File: src/rtl/esq_pkg.sv
// constants and types shared by the storage sequence controller files
package esq_pkg;

  // ************************************************************
  // register offsets
  // ************************************************************
  localparam logic [15:0] ESQ_SEQ_BASE = 16'h0E5E;
  localparam logic [15:0] ESQ_SEQ_LAST = 16'h0E6F;
  localparam logic [15:0] ESQ_UPD_OFS = 16'h0E5E;
  localparam logic [15:0] ESQ_CAL_OFS = 16'h0E5F;
  localparam logic [15:0] ESQ_SYNC_OFS = 16'h0E60;
  localparam logic [15:0] ESQ_TERM_OFS = 16'h0E61;
  localparam logic [15:0] ESQ_SPARE_OFS = 16'h0E62;
  localparam logic [15:0] ESQ_CTRL_OFS = 16'h0E80;
  localparam logic [15:0] ESQ_STAT_OFS = 16'h0E81;
  localparam logic [15:0] ESQ_PTRH_OFS = 16'h0E82;
  localparam logic [15:0] ESQ_PTRL_OFS = 16'h0E83;
  localparam logic [15:0] ESQ_KEY_OFS = 16'h0FFF;
  localparam logic [15:0] ESQ_CALREF0_OFS = 16'h1488;
  localparam logic [15:0] ESQ_CALREF_STEP = 16'h0100;

  // ************************************************************
  // sizes, reset values and field positions
  // ************************************************************
  localparam int ESQ_SEQ_DEPTH = 32'h12;
  localparam int ESQ_IDX_W = 32'h5;
  localparam int ESQ_LOOPS = 32'h4;
  localparam int ESQ_PUSH_W = 32'h18;
  localparam logic [7:0] ESQ_UPD_RST = 8'h80;
  localparam logic [7:0] ESQ_CAL_RST = 8'h92;
  localparam logic [7:0] ESQ_SYNC_RST = 8'hA0;
  localparam logic [7:0] ESQ_TERM_RST = 8'hFF;
  localparam logic [7:0] ESQ_SPARE_RST = 8'h00;
  localparam logic [7:0] ESQ_KEY_RST = 8'h00;
  localparam logic [2:0] ESQ_CALREF_RST = 3'h0;
  localparam int ESQ_LVL_LSB = 32'h1;
  localparam int ESQ_MEN_BIT = 32'h0;
  localparam int ESQ_START_BIT = 32'h0;

  // ************************************************************
  // sequence opcodes and key
  // ************************************************************
  localparam logic [7:0] ESQ_OP_UPDATE = 8'h80;
  localparam logic [7:0] ESQ_OP_CAL = 8'h92;
  localparam logic [7:0] ESQ_OP_SYNC = 8'hA0;
  localparam logic [7:0] ESQ_OP_END = 8'hFF;
  localparam logic [7:0] ESQ_OP_PAUSE = 8'hFE;
  localparam logic [7:0] ESQ_DATA_MAX = 8'h7F;
  localparam logic [7:0] ESQ_KEY_OPEN = 8'hF9;
  localparam logic [31:0] ESQ_CRC_POLY = 32'hEDB88320;
  localparam logic [31:0] ESQ_CRC_INIT = 32'hFFFFFFFF;

  typedef enum logic [2:0] {
    ST_IDLE, ST_READ, ST_OP, ST_AHI, ST_ALO, ST_COPY, ST_CRC
  } esq_state_t;

endpackage

File: src/rtl/esq_strm_if.sv
// valid/ready byte stream carrying eeprom address and data
`timescale 1ns/10ps
interface esq_strm_if;
  logic valid;
  logic ready;
  logic [23:0] data;
  modport src(output valid, output data, input ready);
  modport snk(input valid, input data, output ready);
endinterface

File: src/rtl/esq_seq_mem.sv
// storage sequence entry memory with two registered read ports
`timescale 1ns/10ps
module esq_seq_mem import esq_pkg::*; (
  input wire logic i_clock,
  input wire logic i_nrst,
  input wire logic i_wr,
  input wire logic [ESQ_IDX_W-1:0] i_widx,
  input wire logic [7:0] i_wdata,
  input wire logic i_ra_en,
  input wire logic i_ra_sel,
  input wire logic [ESQ_IDX_W-1:0] i_ra_idx,
  input wire logic [7:0] i_ra_alt,
  output logic [7:0] o_ra_data,
  input wire logic i_rb_sel,
  input wire logic [ESQ_IDX_W-1:0] i_rb_idx,
  input wire logic [7:0] i_rb_alt,
  output logic [7:0] o_rb_data
);
  logic [7:0] mem_q [ESQ_SEQ_DEPTH];

  function automatic logic [7:0] entry_rst(input int idx);
    case (idx)
      0: return ESQ_UPD_RST;
      1: return ESQ_CAL_RST;
      2: return ESQ_SYNC_RST;
      3: return ESQ_TERM_RST;
      default: return ESQ_SPARE_RST;
    endcase
  endfunction

  always_ff @(posedge i_clock) begin
    if (!i_nrst) begin
      for (int k = 0; k < ESQ_SEQ_DEPTH; k++) begin
        mem_q[k] <= entry_rst(k);
      end
    end else if (i_wr) begin
      mem_q[i_widx] <= i_wdata;
    end
  end

  // port a serves the bus, other registers pass through the alt input
  always_ff @(posedge i_clock) begin
    if (!i_nrst) begin
      o_ra_data <= 8'h00;
    end else if (!i_ra_en) begin
      o_ra_data <= 8'h00;
    end else begin
      o_ra_data <= i_ra_sel ? mem_q[i_ra_idx] : i_ra_alt;
    end
  end

  always_ff @(posedge i_clock) begin
    if (!i_nrst) begin
      o_rb_data <= 8'h00;
    end else begin
      o_rb_data <= i_rb_sel ? mem_q[i_rb_idx] : i_rb_alt;
    end
  end
endmodule

File: src/rtl/esq_skid_buf.sv
// two-entry valid/ready buffer with registered outputs
`timescale 1ns/10ps
module esq_skid_buf (
  input wire logic i_clock,
  input wire logic i_nrst,
  esq_strm_if.snk i_in,
  esq_strm_if.src o_out
);
  logic out_valid_q;
  logic [23:0] out_data_q;
  logic skid_valid_q;
  logic [23:0] skid_data_q;
  logic take_in;
  logic drain;

  assign i_in.ready = !skid_valid_q;
  assign take_in = i_in.valid && !skid_valid_q;
  assign drain = !out_valid_q || o_out.ready;
  assign o_out.valid = out_valid_q;
  assign o_out.data = out_data_q;

  always_ff @(posedge i_clock) begin
    if (!i_nrst) begin
      out_valid_q <= 1'b0;
      out_data_q <= 24'h000000;
      skid_valid_q <= 1'b0;
      skid_data_q <= 24'h000000;
    end else if (drain) begin
      if (skid_valid_q) begin
        out_valid_q <= 1'b1;
        out_data_q <= skid_data_q;
        skid_valid_q <= 1'b0;
      end else begin
        out_valid_q <= take_in;
        if (take_in) begin
          out_data_q <= i_in.data;
        end
      end
    end else if (take_in) begin
      skid_valid_q <= 1'b1;
      skid_data_q <= i_in.data;
    end
  end
endmodule

File: src/rtl/esq_store_ctl.sv
// storage sequence walker, calibration reference key and registers
//
// Chosen here: the address-and-strobe port.
`timescale 1ns/10ps
module esq_store_ctl import esq_pkg::*; (
  input wire logic i_clock,
  input wire logic i_nrst,
  input wire logic [15:0] i_addr,
  input wire logic [7:0] i_wdata,
  input wire logic i_wr,
  input wire logic i_rd,
  output logic [7:0] o_rdata,
  output logic o_ee_valid,
  output logic [15:0] o_ee_addr,
  output logic [7:0] o_ee_data,
  input wire logic i_ee_ready,
  output logic o_busy,
  output logic o_ref_open,
  output logic [7:0] o_cal_level,
  output logic [3:0] o_man_en
);

  // ************************************************************
  // declarations
  // ************************************************************
  esq_state_t state_q;
  esq_state_t ret_q;
  logic [15:0] seq_ptr_q;
  logic [15:0] rd_addr_q;
  logic [15:0] src_q;
  logic [6:0] cnt_q;
  logic [1:0] crc_i_q;
  logic pause_q;
  logic busy_q;
  logic err_q;
  logic [15:0] ee_ptr_q;
  logic [31:0] crc_q;
  logic [31:0] crc_out;
  logic [7:0] key_q;
  logic ref_open_q;
  logic [2:0] calref_q [ESQ_LOOPS];
  logic [2:0] cr_dec;
  logic [7:0] rb_data;
  logic [7:0] push_byte;
  logic push_go;
  logic start;

  esq_strm_if push_if ();
  esq_strm_if out_if ();

  // ************************************************************
  // helper functions
  // ************************************************************
  function automatic logic seq_hit(input logic [15:0] a);
    return (a >= ESQ_SEQ_BASE) && (a <= ESQ_SEQ_LAST);
  endfunction

  function automatic logic [ESQ_IDX_W-1:0] seq_idx(input logic [15:0] a);
    logic [15:0] d;
    d = a - ESQ_SEQ_BASE;
    return d[ESQ_IDX_W-1:0];
  endfunction

  function automatic logic [2:0] calref_dec(input logic [15:0] a);
    logic [2:0] r;
    r = 3'h0;
    for (int k = 0; k < ESQ_LOOPS; k++) begin
      if (a == ESQ_CALREF0_OFS + 16'(k) * ESQ_CALREF_STEP) begin
        r = {1'b1, 2'(k)};
      end
    end
    return r;
  endfunction

  // value of every register outside the sequence area
  function automatic logic [7:0] map_read(input logic [15:0] a);
    logic [2:0] c;
    c = calref_dec(a);
    if (c[2]) begin
      return {5'h00, calref_q[c[1:0]]};
    end
    case (a)
      ESQ_KEY_OFS: return key_q;
      ESQ_STAT_OFS: return {6'h00, err_q, busy_q};
      ESQ_PTRH_OFS: return ee_ptr_q[15:8];
      ESQ_PTRL_OFS: return ee_ptr_q[7:0];
      default: return 8'h00;
    endcase
  endfunction

  function automatic logic [31:0] crc_step(input logic [31:0] c, input logic [7:0] b);
    logic [31:0] r;
    r = c ^ {24'h000000, b};
    for (int k = 0; k < 8; k++) begin
      r = r[0] ? ((r >> 1) ^ ESQ_CRC_POLY) : (r >> 1);
    end
    return r;
  endfunction

  // ************************************************************
  // access key and calibration references
  // ************************************************************
  assign cr_dec = calref_dec(i_addr);

  always_ff @(posedge i_clock) begin
    if (!i_nrst) begin
      key_q <= ESQ_KEY_RST;
      ref_open_q <= 1'b0;
    end else if (i_wr && i_addr == ESQ_KEY_OFS) begin
      key_q <= i_wdata;
      ref_open_q <= (i_wdata == ESQ_KEY_OPEN);
    end
  end

  always_ff @(posedge i_clock) begin
    if (!i_nrst) begin
      for (int k = 0; k < ESQ_LOOPS; k++) begin
        calref_q[k] <= ESQ_CALREF_RST;
      end
    end else if (i_wr && cr_dec[2] && ref_open_q) begin
      calref_q[cr_dec[1:0]] <= i_wdata[2:0];
    end
  end

  always_comb begin
    for (int k = 0; k < ESQ_LOOPS; k++) begin
      o_cal_level[2*k +: 2] = calref_q[k][ESQ_LVL_LSB +: 2];
      o_man_en[k] = calref_q[k][ESQ_MEN_BIT];
    end
  end

  assign o_ref_open = ref_open_q;
  assign o_busy = busy_q;

  // ************************************************************
  // sequence memory and register read path
  // ************************************************************
  esq_seq_mem u_mem (
    .i_clock(i_clock),
    .i_nrst(i_nrst),
    .i_wr(i_wr && seq_hit(i_addr)),
    .i_widx(seq_idx(i_addr)),
    .i_wdata(i_wdata),
    .i_ra_en(i_rd),
    .i_ra_sel(seq_hit(i_addr)),
    .i_ra_idx(seq_idx(i_addr)),
    .i_ra_alt(map_read(i_addr)),
    .o_ra_data(o_rdata),
    .i_rb_sel(seq_hit(rd_addr_q)),
    .i_rb_idx(seq_idx(rd_addr_q)),
    .i_rb_alt(map_read(rd_addr_q)),
    .o_rb_data(rb_data)
  );

  // ************************************************************
  // eeprom byte stream
  // ************************************************************
  assign crc_out = ~crc_q;
  assign push_byte = (state_q == ST_CRC) ? crc_out[8*crc_i_q +: 8] : rb_data;
  assign push_if.valid = (state_q == ST_OP) || (state_q == ST_AHI) || (state_q == ST_ALO)
    || (state_q == ST_COPY) || (state_q == ST_CRC);
  assign push_if.data = {ee_ptr_q, push_byte};
  assign push_go = push_if.valid && push_if.ready;

  esq_skid_buf u_buf (
    .i_clock(i_clock),
    .i_nrst(i_nrst),
    .i_in(push_if),
    .o_out(out_if)
  );

  assign out_if.ready = i_ee_ready;
  assign o_ee_valid = out_if.valid;
  assign o_ee_addr = out_if.data[23:8];
  assign o_ee_data = out_if.data[7:0];

  assign start = i_wr && i_addr == ESQ_CTRL_OFS && i_wdata[ESQ_START_BIT] && state_q == ST_IDLE;

  // eeprom address pointer: one step per stored byte, back to zero after the last checksum byte of an end entry
  always_ff @(posedge i_clock) begin
    if (!i_nrst) begin
      ee_ptr_q <= 16'h0000;
    end else if (push_go) begin
      if (state_q == ST_CRC && crc_i_q == 2'h3 && !pause_q) begin
        ee_ptr_q <= 16'h0000;
      end else begin
        ee_ptr_q <= ee_ptr_q + 16'h0001;
      end
    end
  end

  // crc runs over every byte stored before the checksum itself
  always_ff @(posedge i_clock) begin
    if (!i_nrst) begin
      crc_q <= ESQ_CRC_INIT;
    end else if (start) begin
      crc_q <= ESQ_CRC_INIT;
    end else if (push_go && state_q != ST_CRC) begin
      crc_q <= crc_step(crc_q, push_byte);
    end
  end

  // ************************************************************
  // sequence walker
  // ************************************************************
  always_ff @(posedge i_clock) begin
    if (!i_nrst) begin
      state_q <= ST_IDLE;
      ret_q <= ST_IDLE;
      seq_ptr_q <= ESQ_SEQ_BASE;
      rd_addr_q <= ESQ_SEQ_BASE;
      src_q <= 16'h0000;
      cnt_q <= 7'h00;
      crc_i_q <= 2'h0;
      pause_q <= 1'b0;
      busy_q <= 1'b0;
      err_q <= 1'b0;
    end else begin
      case (state_q)
        ST_IDLE: begin
          if (start) begin
            state_q <= ST_READ;
            ret_q <= ST_OP;
            seq_ptr_q <= ESQ_SEQ_BASE;
            rd_addr_q <= ESQ_SEQ_BASE;
            busy_q <= 1'b1;
            err_q <= 1'b0;
          end
        end
        ST_READ: begin
          // running off the area means no terminator was programmed
          if (rd_addr_q > ESQ_SEQ_LAST && ret_q != ST_COPY) begin
            state_q <= ST_IDLE;
            busy_q <= 1'b0;
            err_q <= 1'b1;
          end else begin
            state_q <= ret_q;
          end
        end
        ST_OP: begin
          if (push_go) begin
            if (rb_data == ESQ_OP_END || rb_data == ESQ_OP_PAUSE) begin
              state_q <= ST_CRC;
              crc_i_q <= 2'h0;
              pause_q <= (rb_data == ESQ_OP_PAUSE);
            end else begin
              seq_ptr_q <= seq_ptr_q + 16'h0001;
              rd_addr_q <= seq_ptr_q + 16'h0001;
              state_q <= ST_READ;
              ret_q <= (rb_data <= ESQ_DATA_MAX) ? ST_AHI : ST_OP;
              cnt_q <= rb_data[6:0];
            end
          end
        end
        ST_AHI: begin
          if (push_go) begin
            src_q[15:8] <= rb_data;
            seq_ptr_q <= seq_ptr_q + 16'h0001;
            rd_addr_q <= seq_ptr_q + 16'h0001;
            state_q <= ST_READ;
            ret_q <= ST_ALO;
          end
        end
        ST_ALO: begin
          if (push_go) begin
            src_q[7:0] <= rb_data;
            seq_ptr_q <= seq_ptr_q + 16'h0001;
            rd_addr_q <= {src_q[15:8], rb_data};
            state_q <= ST_READ;
            ret_q <= ST_COPY;
          end
        end
        ST_COPY: begin
          if (push_go) begin
            state_q <= ST_READ;
            if (cnt_q == 7'h00) begin
              rd_addr_q <= seq_ptr_q;
              ret_q <= ST_OP;
            end else begin
              cnt_q <= cnt_q - 7'h01;
              src_q <= src_q + 16'h0001;
              rd_addr_q <= src_q + 16'h0001;
              ret_q <= ST_COPY;
            end
          end
        end
        ST_CRC: begin
          if (push_go) begin
            if (crc_i_q == 2'h3) begin
              state_q <= ST_IDLE;
              busy_q <= 1'b0;
            end else begin
              crc_i_q <= crc_i_q + 2'h1;
            end
          end
        end
        default: begin
          state_q <= ST_IDLE;
        end
      endcase
    end
  end
endmodule

File: config.mk
export PLATFORM = sky130hd
export DESIGN_NAME = esq_store_ctl
export DESIGN_NICKNAME = d
export VERILOG_FILES = /design/src/rtl/esq_pkg.sv /design/src/rtl/esq_strm_if.sv /design/src/rtl/esq_seq_mem.sv /design/src/rtl/esq_skid_buf.sv /design/src/rtl/esq_store_ctl.sv
export SDC_FILE = /design/constraint.sdc
export NUM_CORES = 1
export LEC_CHECK = 0
export BUFFER_PORTS_ARGS = -buffer_cell sky130_fd_sc_hd__buf_2
export CORE_MARGIN = 2
export CORE_UTILIZATION = 40
export CTS_CLUSTER_DIAMETER = 100
export CTS_CLUSTER_SIZE = 25
export DETAILED_ROUTE_END_ITERATION = 8
export GPL_ROUTABILITY_DRIVEN = 0
export GPL_TIMING_DRIVEN = 0
export SLEW_MARGIN = 10
export SYNTH_ARGS = -nofsm -noshare
export SYNTH_HDL_FRONTEND = slang
export SYNTH_SLANG_ARGS = --single-unit
File: constraint.sdc
create_clock -name i_clock -period 3.92 [get_ports i_clock]
set_input_delay 0.588 -clock i_clock [delete_from_list [all_inputs] [get_ports i_clock]]
set_output_delay 0.588 -clock i_clock [all_outputs]
set_load 0.02 [all_outputs]
== Word level (Yosys, flattened, before mapping) ==
Memories as Yosys holds them, arrays and structs flattened.
Index checks and enable logic that the tools add are counted.

* Shift operators: 1
* Bitwise gates (word level): 12
* Add/subtract/negate cells: 7
* Multiplexer cells: 98
* Equality and inequality tests: 43
* Reductions and logical operators: 53
* Magnitude comparators: 6

{| class="wikitable"
|+ Operator list
! cell !! count
|-
| $mux 32 || 8
|-
| $mux 16 || 10
|-
| $eq 16x12->1 const B || 9
|-
| $eq 16x13->1 const B || 8
|-
| $mux 8 || 14
|-
| $not 13->14 || 8
|-
| $pmux 16 s5 || 1
|-
| $mux 3 || 23
|-
| $pmux 8 s4 || 2
|-
| $add 16x1->16 const B || 3
|-
| $mux 24 || 2
|-
| $pmux 16 s3 || 1
|-
| $ge 16x12->1 const B || 2
|-
| $le 16x12->1 const B || 2
|-
| $not 32->32 || 1
|-
| $pmux 8 s2 || 2
|-
| $shiftx 32x6->8 || 1
|-
| $xor 32x8->32 || 1
|-
| $pmux 3 s5 || 2
|-
| $mux 7 || 4
|-
| $reduce_and 5->1 || 5
|-
| $eq 8x8->1 const B || 3
|-
| $ne 2x2->1 const B || 10
|-
| $mux 1 || 19
|-
| other kinds (33) || 79
|}

* Register bits: 189
* Memories: 2
* Bits in writable memories: 156

{| class="wikitable"
|+ Memories
! name !! words !! width !! read ports !! clocked after memory_dff !! wr ports !! line !! text
|-
| u_mem.mem_q || 18 || 8 || 2 || 0 || 18 || esq_seq_mem.sv:19 || <nowiki>logic [7:0] mem_q [ESQ_SEQ_DEPTH];</nowiki>
|-
| calref_q || 4 || 3 || 6 || 0 || 4 || esq_store_ctl.sv:41 || <nowiki>logic [2:0] calref_q [ESQ_LOOPS];</nowiki>
|}

== Logic depth before layout (Yosys ltp) ==
Gate-level depths: netlist (run 1).

* Depth after elaboration: 20
* Gate-level depth with buffers: 10
* Gate-level depth less buffers: 8

== Modules after synthesis ==
Synthesis (run 1) repeated with hierarchy kept, for this count alone.

* Cells, all modules: 2384
* Area, all modules: 24577.3 sq um

{| class="wikitable"
|+ Modules (own cells, without submodules)
! module !! area an instance (sq um) !! instances !! seq. area each (sq um) !! cells an instance
|-
| esq_seq_mem || 13583.0 || 1 || 8007.7 || 1094
|-
| esq_store_ctl || 8828.5 || 1 || 2822.7 || 1063
|-
| esq_skid_buf || 2165.8 || 1 || 1001.0 || 227
|}

== Least setup slack after synthesis (run 1) ==
No wires, ideal clock.

* Kind: input -> register
* Start: input i_addr[1]
* End: memory u_mem.mem_q[21][0] (enable)
* Arrival: 3145 ps
* Buffers on the path: 3
* Path slack: 392 ps
* Data required time: 3537 ps
* Stages on the path: 6
* Path through: ha_1 > clkbuf_1 > buf_1 > clkbuf_1 > or4b_2 > nor3_1

{| class="wikitable"
|+ RTL lines
! item !! line !! text
|-
| start: declaration || esq_store_ctl.sv:8 || <nowiki>input wire logic [15:0] i_addr,</nowiki>
|-
| end: declaration || esq_seq_mem.sv:19 ||
|}

==> flow_metrics.tcl, run 1 <==
set metrics [dict create \
    cts_num_sinks 457 \
    max_cap_viols 0 \
    io_pins 76 \
    critical_path_maximum_fanout 10 \
    detailedPlacementHpwl_um 58700 \
    critPathSlowestCell "or4b_2" \
    layout.cells.most_common_list "268 x edfxtp_1, 189 x dfxtp_1, 181 x nor2_1" \
    timing.final.crit_period_ns 3.73 \
    clkTransAtPathRegs_ns 0.10 \
    synth.distinct_cells 75 \
    final_cell_count_no_fill 2967 \
    report.final.setup_viol 0 \
    most_common_cell_after_layout_fill_and_taps_aside "edfxtp_1" \
    routed-via-count 18200 \
    firstDrtPassIters 6 \
    grt_first_pass_wirelength_um 115000 \
    antenna_found_initial 2 \
    numCtsBuffers 23 \
    hold_violations 0 \
    setup_repair_after_global_routing_missed_its_margin "no" \
    muxShareOfSynthArea_pct 19.2 \
    maxSlewHeadroom_pct 17.5 \
    die_w_um 249 \
    synthesis.area_per_instance_um2 12.0 \
    critical_path.max_stage_delay_ns 0.67 \
    synth_edf_count 268 \
    dominant_combinational_cell_family_by_area_after_synthesis "multiplexers" \
    drt.antenna.violating_nets 0 \
    grt_util_all_layers_pct 24.8 \
    crit_path_cell_trace "buf_2 -> ha_1 -> clkbuf_1 -> clkdlybuf4s15_2 -> clkbuf_2 -> or4b_2 -> nor3_2 -> buf_6" \
    synth-seq-area-share_pct 49.3 \
    die_height_um 249 \
    insertion_delay_ns 0.61 \
    overflow 0 \
    clock_tree.htree_level_count 1 \
    detail_route.wl_per_cell_um 26.2 \
    kind_of_capture_point_of_the_worst_setup_path "register" \
    worstSetupStartpoint "i_addr[2]" \
    required_ns 4.25 \
    synthSimpleGateAreaFrac_pct 13.7 \
    slew_limit_fails 0 \
    share_of_the_clock_period_used_by_the_worst_path_after_layout_pct 95.2 \
    wl_um 77900 \
    synth_compound_area_share_pct 8.97 \
    finalNetCount 2211 \
    synth_top_cells_by_area "edfxtp_1 34%, mux4_2 16%, dfxtp_1 16%" \
    synth-adder-area-share_pct 0.365 \
    via_count_of_the_first_global_routing_pass 17400 \
    cts_tree "done" \
    drt-vias-per-instance 6.13 \
    total_leakage_power_nw 8.84 \
    ir_drop_mv 0.430 \
    share_of_synthesized_registers_carrying_an_async_set_or_reset_pct 0 \
    worst_pin_slew_ns 1.23 \
    run_status "completed" \
    ys_dominant_reg_cell "edfxtp_1" \
    area_growth_from_synthesis_to_layout_pct 10.3 \
    skew_ns 0.0378 \
    core_box_area_um2 59200 \
    synth_cell_area_um2 24000 \
    initialDrtViolationCount 2451 \
    timing.rr.start "rd_addr_q[0]" \
    timing.hold.worst.class "input port to register" \
    synth_warnings 0 \
    synth_top_area_share_pct 33.5 \
    synth_xor_area_share_pct 5.48 \
    holdCritStartpoint "i_wdata[6]" \
    post_route_drc 0 \
    post-synth-top-area-cell "edfxtp_1" \
    numPlacedInstances 2922 \
    clock.fmax_ghz 0.268 \
    clk_path_buf_depth 3 \
    total_power_mw 15.0 \
    layout-drive-gt1-share_pct 15.6 \
    cts.root.buffer_cell "clkbuf_16" \
    power_per_cell_area_nw_per_um2 566 \
    die_outline_area_um2 62000 \
    crit_path_start_kind "input port" \
    postSynthRegisterBits 457 \
    postSynthCellCount 2006 \
    floorplan_row_count 89 \
    fillerInstances 5494 \
    grt_start_max_net_pins 27 \
    portBuffers 73 \
    critical_path_arrival_ns 4.06 \
    start_util_pct 40.5 \
    utilization_pct 44.7 \
    critPathKind "input port to register" \
]
cell usage after synthesis, types with 7 or more instances:
library cell	instances
a21oi_1	97
edfxtp_1	268
nand2b_1	14
ha_1	7
nand3_1	47
xnor3_1	16
o21ai_1	9
a31oi_1	8
nand4_1	12
a222oi_1	10
buf_1	13
or3_1	20
nor2b_1	9
a22oi_1	12
nor4_1	12
clkbuf_1	129
nand2_1	176
nor3_1	35
o21ai_0	79
mux2_2	12
a311oi_1	15
mux4_2	171
dfxtp_1	189
o31ai_1	14
and2_1	90
a21o_1	8
and3_1	37
nor2_1	182
xor2_1	29
inv_1	33
o211ai_1	17
xnor2_1	43
mux2i_1	55
a211oi_1	23
repair_timing:
item / in CTS / in global routing
buffers inserted: 0 / 0
hold buffers: 0 / 0
endpoints found under the setup margin: 69 / 86
cloned: 0 / 0
gates resized for setup: 6 / 6
cell families (layout without fill, tap and decap cells):
logic type | Yosys count | count (layout)
AOI/OAI and AO/OA | 338 | 338
xor gates and xnor gates | 103 | 103
adders and majority gates | 7 | 7
buffers and inverters | 184 | 306
DFF | 457 | 457
muxes | 242 | 242
other | 1 | 67
and+or+nand+nor | 674 | 674
worst max-delay path, delay by kind of cell:
family | cells | cell delay (ns)
buffers and inverters | 5 | 1.90
and+or+nand+nor | 2 | 1.25
adders and majority gates | 1 | 0.28
metal layers:
metal	up-vias	track usage, %	share of wire (%)
li1	7857	-	-
met5	-	0	0
met1	9108	34.5	41
met3	201	4.11	9.3
met4	0	10.8	4.8
met2	1025	38.5	45
layout make-up:
cell class / instances / area [um^2] / area share, %
Sequential cell: 457 / 11800 / 44.7
Tap cell: 773 / 967 / 3.65
Multi-Input combinational cell: 1428 / 11800 / 44.5
Inverter: 34 / 128 / 0.482
Clock buffer: 34 / 617 / 2.33
Buffer: 150 / 606 / 2.29
Clock inverter: 7 / 115 / 0.435
Timing Repair Buffer: 81 / 437 / 1.65
Antenna cell: 3 / 7.51 / 0.0284
power breakdown:
group          switching [mW]  total, mW  internal (mW)
Clock                    1.66       2.90           1.24
Sequential              0.434       5.96           5.53
Combinational            3.28       6.13           2.85
Total                    5.38       15.0           9.62
state kept, by name, indices dropped and copies added (netlist names), 2 cells and up:
name and count:
u_mem.mem_q 256, seq_ptr_q 16, calref_q 12, u_buf.o_out.data 24, crc_i_q 2, crc_q 32
key_q 8, ee_ptr_q 16, u_mem.o_rb_data 8, u_buf.skid_data_q 24, src_q 16, ret_q 3
rd_addr_q 16, state_q 3, cnt_q 7, u_mem.o_ra_data 8
per-stage QoR:
step           setup slack (ns)  hold slack (ns)  area (um^2)  TNS (ns)
3_5_place_dp             -0.927            0.475        25700   -111.86
3_3_place_gp              -2.55            0.464        25600   -570.98
2_1_floorplan             0.392            0.444        24300         0
6_report                  0.189            0.307        26500         0
5_1_grt                   0.165            0.326        26500         0
4_1_cts                  0.0142            0.289        26400         0
final timing paths:
path | cells after the start | end | slack [ns]
max | 8 | u_mem.mem_q[29][7] | 0.19
min | 3 | key_q[6] | 0.31
max reg2reg | 7 | u_mem.o_rb_data[1] | 0.36
min reg2reg | 2 | ret_q[1] | 0.49
Note: power is estimated with default switching activity, not from simulation.
==> run 2, diff against run 1 <==
--- a/config.mk
+++ b/config.mk
@@ -6,13 +6,13 @@
 export NUM_CORES = 1
 export LEC_CHECK = 0
 export BUFFER_PORTS_ARGS = -buffer_cell sky130_fd_sc_hd__buf_2
+export CORE_ASPECT_RATIO = 0.7
 export CORE_MARGIN = 2
 export CORE_UTILIZATION = 40
 export CTS_CLUSTER_DIAMETER = 100
 export CTS_CLUSTER_SIZE = 25
 export DETAILED_ROUTE_END_ITERATION = 8
 export GPL_ROUTABILITY_DRIVEN = 0
-export GPL_TIMING_DRIVEN = 0
 export SLEW_MARGIN = 10
 export SYNTH_ARGS = -nofsm -noshare
 export SYNTH_HDL_FRONTEND = slang
==> constraint.sdc (replaced) <==
create_clock -name i_clock -period 3.85 [get_ports i_clock]
set_input_delay 0.5775 -clock i_clock [delete_from_list [all_inputs] [get_ports i_clock]]
set_output_delay 0.5775 -clock i_clock [all_outputs]
set_load 0.02 [all_outputs]
==> run 2 against run 1 <==
Count of clock-buffer cells in the layout is 3 higher. Sequential share of layout area is 0.12 points higher. Flip-flop and latch count stayed put. Clock skew is 0.016 ns lower. Critical path type is now register to register. Non-clock buffer count is 68 lower.
==> flow_metrics.tcl, run 2 (synthesis results as in run 1) <==
set metrics [dict create \
    run_status "completed" \
    worst_pin_slew_ns 1.03 \
    hold_path_depth 2 \
    setup-tns-final_ns 0 \
    fillerInstances 5528 \
    antenna-diode-count 0 \
    core_box_area_um2 59700 \
    firstDrtPassIters 6 \
    holdBufCountCts 0 \
    largest_reg_flops 256 \
    layout.cells.most_common_list "268 x edfxtp_1, 186 x dfxtp_1, 181 x nor2_1" \
    register_area_um2 11800 \
    grt_start_max_net_pins 84 \
    overflow 0 \
    timing.hold.ws_ns 0.332 \
    register_ranked_first_by_flip_flop_count "u_mem.mem_q" \
    cts_num_sinks 457 \
    skew_ns 0.0215 \
    grt_util_all_layers_pct 22.3 \
    whs_endpoint "u_mem.o_ra_data[1]" \
    die_outline_area_um2 62000 \
    r2r.worst_path.cells 6 \
    most_common_cell_after_layout_fill_and_taps_aside "edfxtp_1" \
    finalNetCount 2142 \
    die_w_um 297 \
    kind_of_capture_point_of_the_worst_setup_path "register" \
    clk_path_buf_depth 3 \
    start_util_pct 40.2 \
    initialDrtViolationCount 2036 \
    timing.final.crit_period_ns 3.21 \
    grt_first_pass_wirelength_um 106000 \
    setup_repair_after_global_routing_missed_its_margin "no" \
    clkTransAtPathRegs_ns 0.11 \
    wl_um 69700 \
    floorplan_row_count 75 \
    io_pins 76 \
    critical_path.reg2reg.endpoint "crc_q[26]" \
    numCtsBuffers 22 \
    critical_path_arrival_ns 3.74 \
    cts.root.buffer_cell "clkbuf_16" \
    report.final.setup_viol 0 \
    required_ns 4.38 \
    power_per_cell_area_nw_per_um2 560 \
    hold_violations 0 \
    post_route_drc 0 \
    cts.repair_timing.setup_buffer_count 0 \
    portBuffers 75 \
    timing.critical_path.mode_cell "xnor2_2" \
    setup.reg_to_reg.worst_slack_ns 0.64 \
    cts_tree "done" \
    via_count_of_the_first_global_routing_pass 16600 \
    critical_path_maximum_fanout 9 \
    drt-vias-per-instance 5.95 \
    layout-drive-gt1-share_pct 19.1 \
    slew_limit_fails 0 \
    critPathSlowestCell "dfxtp_1" \
    insertion_delay_ns 0.58 \
    antenna_found_initial 0 \
    reg_top3 "u_mem.mem_q: 256 flops, crc_q: 32 flops" \
    area_growth_from_synthesis_to_layout_pct 10.0 \
    ir_drop_mv 0.368 \
    share_of_the_clock_period_used_by_the_worst_path_after_layout_pct 83.4 \
    placement.cell_area_um2 25800 \
    clock_tree.htree_level_count 1 \
    crit_path_start_kind "register" \
    clock.fmax_ghz 0.311 \
    multi_input_gate_area_in_the_final_layout_um2 11700 \
    crit_path_cell_trace "mux4_2 -> mux2i_1 -> xnor2_2 -> xnor2_2 -> xor3_1 -> a21oi_1" \
    total_leakage_power_nw 8.98 \
    drt.antenna.violating_nets 0 \
    utilization_pct 44.3 \
    routed-via-count 17400 \
    final_cell_area_um2 26400 \
    final_cell_count_no_fill 2929 \
    critPathKind "register to register" \
    numPlacedInstances 2890 \
    timing.rr.start "crc_i_q[1]" \
    detail_route.wl_per_cell_um 23.8 \
    maxSlewHeadroom_pct 31.2 \
    max_cap_viols 0 \
    timing.hold.worst.class "input port to register" \
    holdCritStartpoint "i_rd" \
    post_cts_resized 0 \
    detailedPlacementHpwl_um 50100 \
    die_height_um 209 \
    critical_path.max_stage_delay_ns 0.79 \
]
[run 2: cell types whose count changed in the layout (fill, tap and decap cells not counted), sizes merged]
cell,delta
buf,+63
bufinv,-2
clkbuf,-127
clkdlybuf4s15,-1
diode,-3
inv,-3
[run 2: critical path: cells and delay by family (launching register included)]
kind / cells / cell delay [ns]
AO/OA/AOI/OAI: 1 / 0.14
XOR/XNOR: 3 / 1.25
flip-flops: 1 / 0.79
multiplexers: 2 / 0.97
[run 2: routing by layer]
layer / routed length (um) / part of all wire [%] / vias to the layer above / GRT usage (%)
met5: 0 / 0 / - / 0
met4: 1320 / 1.9 / 0 / 4.34
met3: 7680 / 11 / 72 / 5.01
met2: 28500 / 41 / 891 / 30.7
met1: 32200 / 46 / 8743 / 35.5
li1: - / - / 7723 / -
[run 2: stage by stage]
step,power (mW),worst slack [ns]
2_1_floorplan,10.6,0.333
3_3_place_gp,12.0,0.550
3_5_place_dp,12.1,0.398
4_1_cts,14.9,0.617
5_1_grt,15.5,0.498
6_report,14.8,0.638
[run 2: worst max-delay path by stage]
stage	from	end	slack [ns]	cells after the start
floorplan	i_addr[1]	u_mem.mem_q[21][0]	0.33	6
global placement	i_addr[1]	u_mem.mem_q[6][4]	0.55	8
detailed placement	i_addr[13]	u_mem.mem_q[29][6]	0.40	7
CTS	crc_i_q[1]	crc_q[26]	0.62	6
global route	crc_i_q[1]	crc_q[26]	0.50	6
finish	crc_i_q[1]	crc_q[26]	0.64	6
[run 2: area by class of cell]
cell class / instances / share of cell area [%]
Sequential cell: 457 / 44.8
Multi-Input combinational cell: 1428 / 44.4
Timing Repair Buffer: 163 / 3.99
Tap cell: 808 / 3.83
Clock buffer: 37 / 2.38
Inverter: 34 / 0.488
Clock inverter: 2 / 0.0758
[run 2: power by group]
part	switching [mW]	total, mW	internal [mW]
clock	1.62	2.76	1.14
combinational	2.89	5.82	2.93
sequential	0.596	6.23	5.63
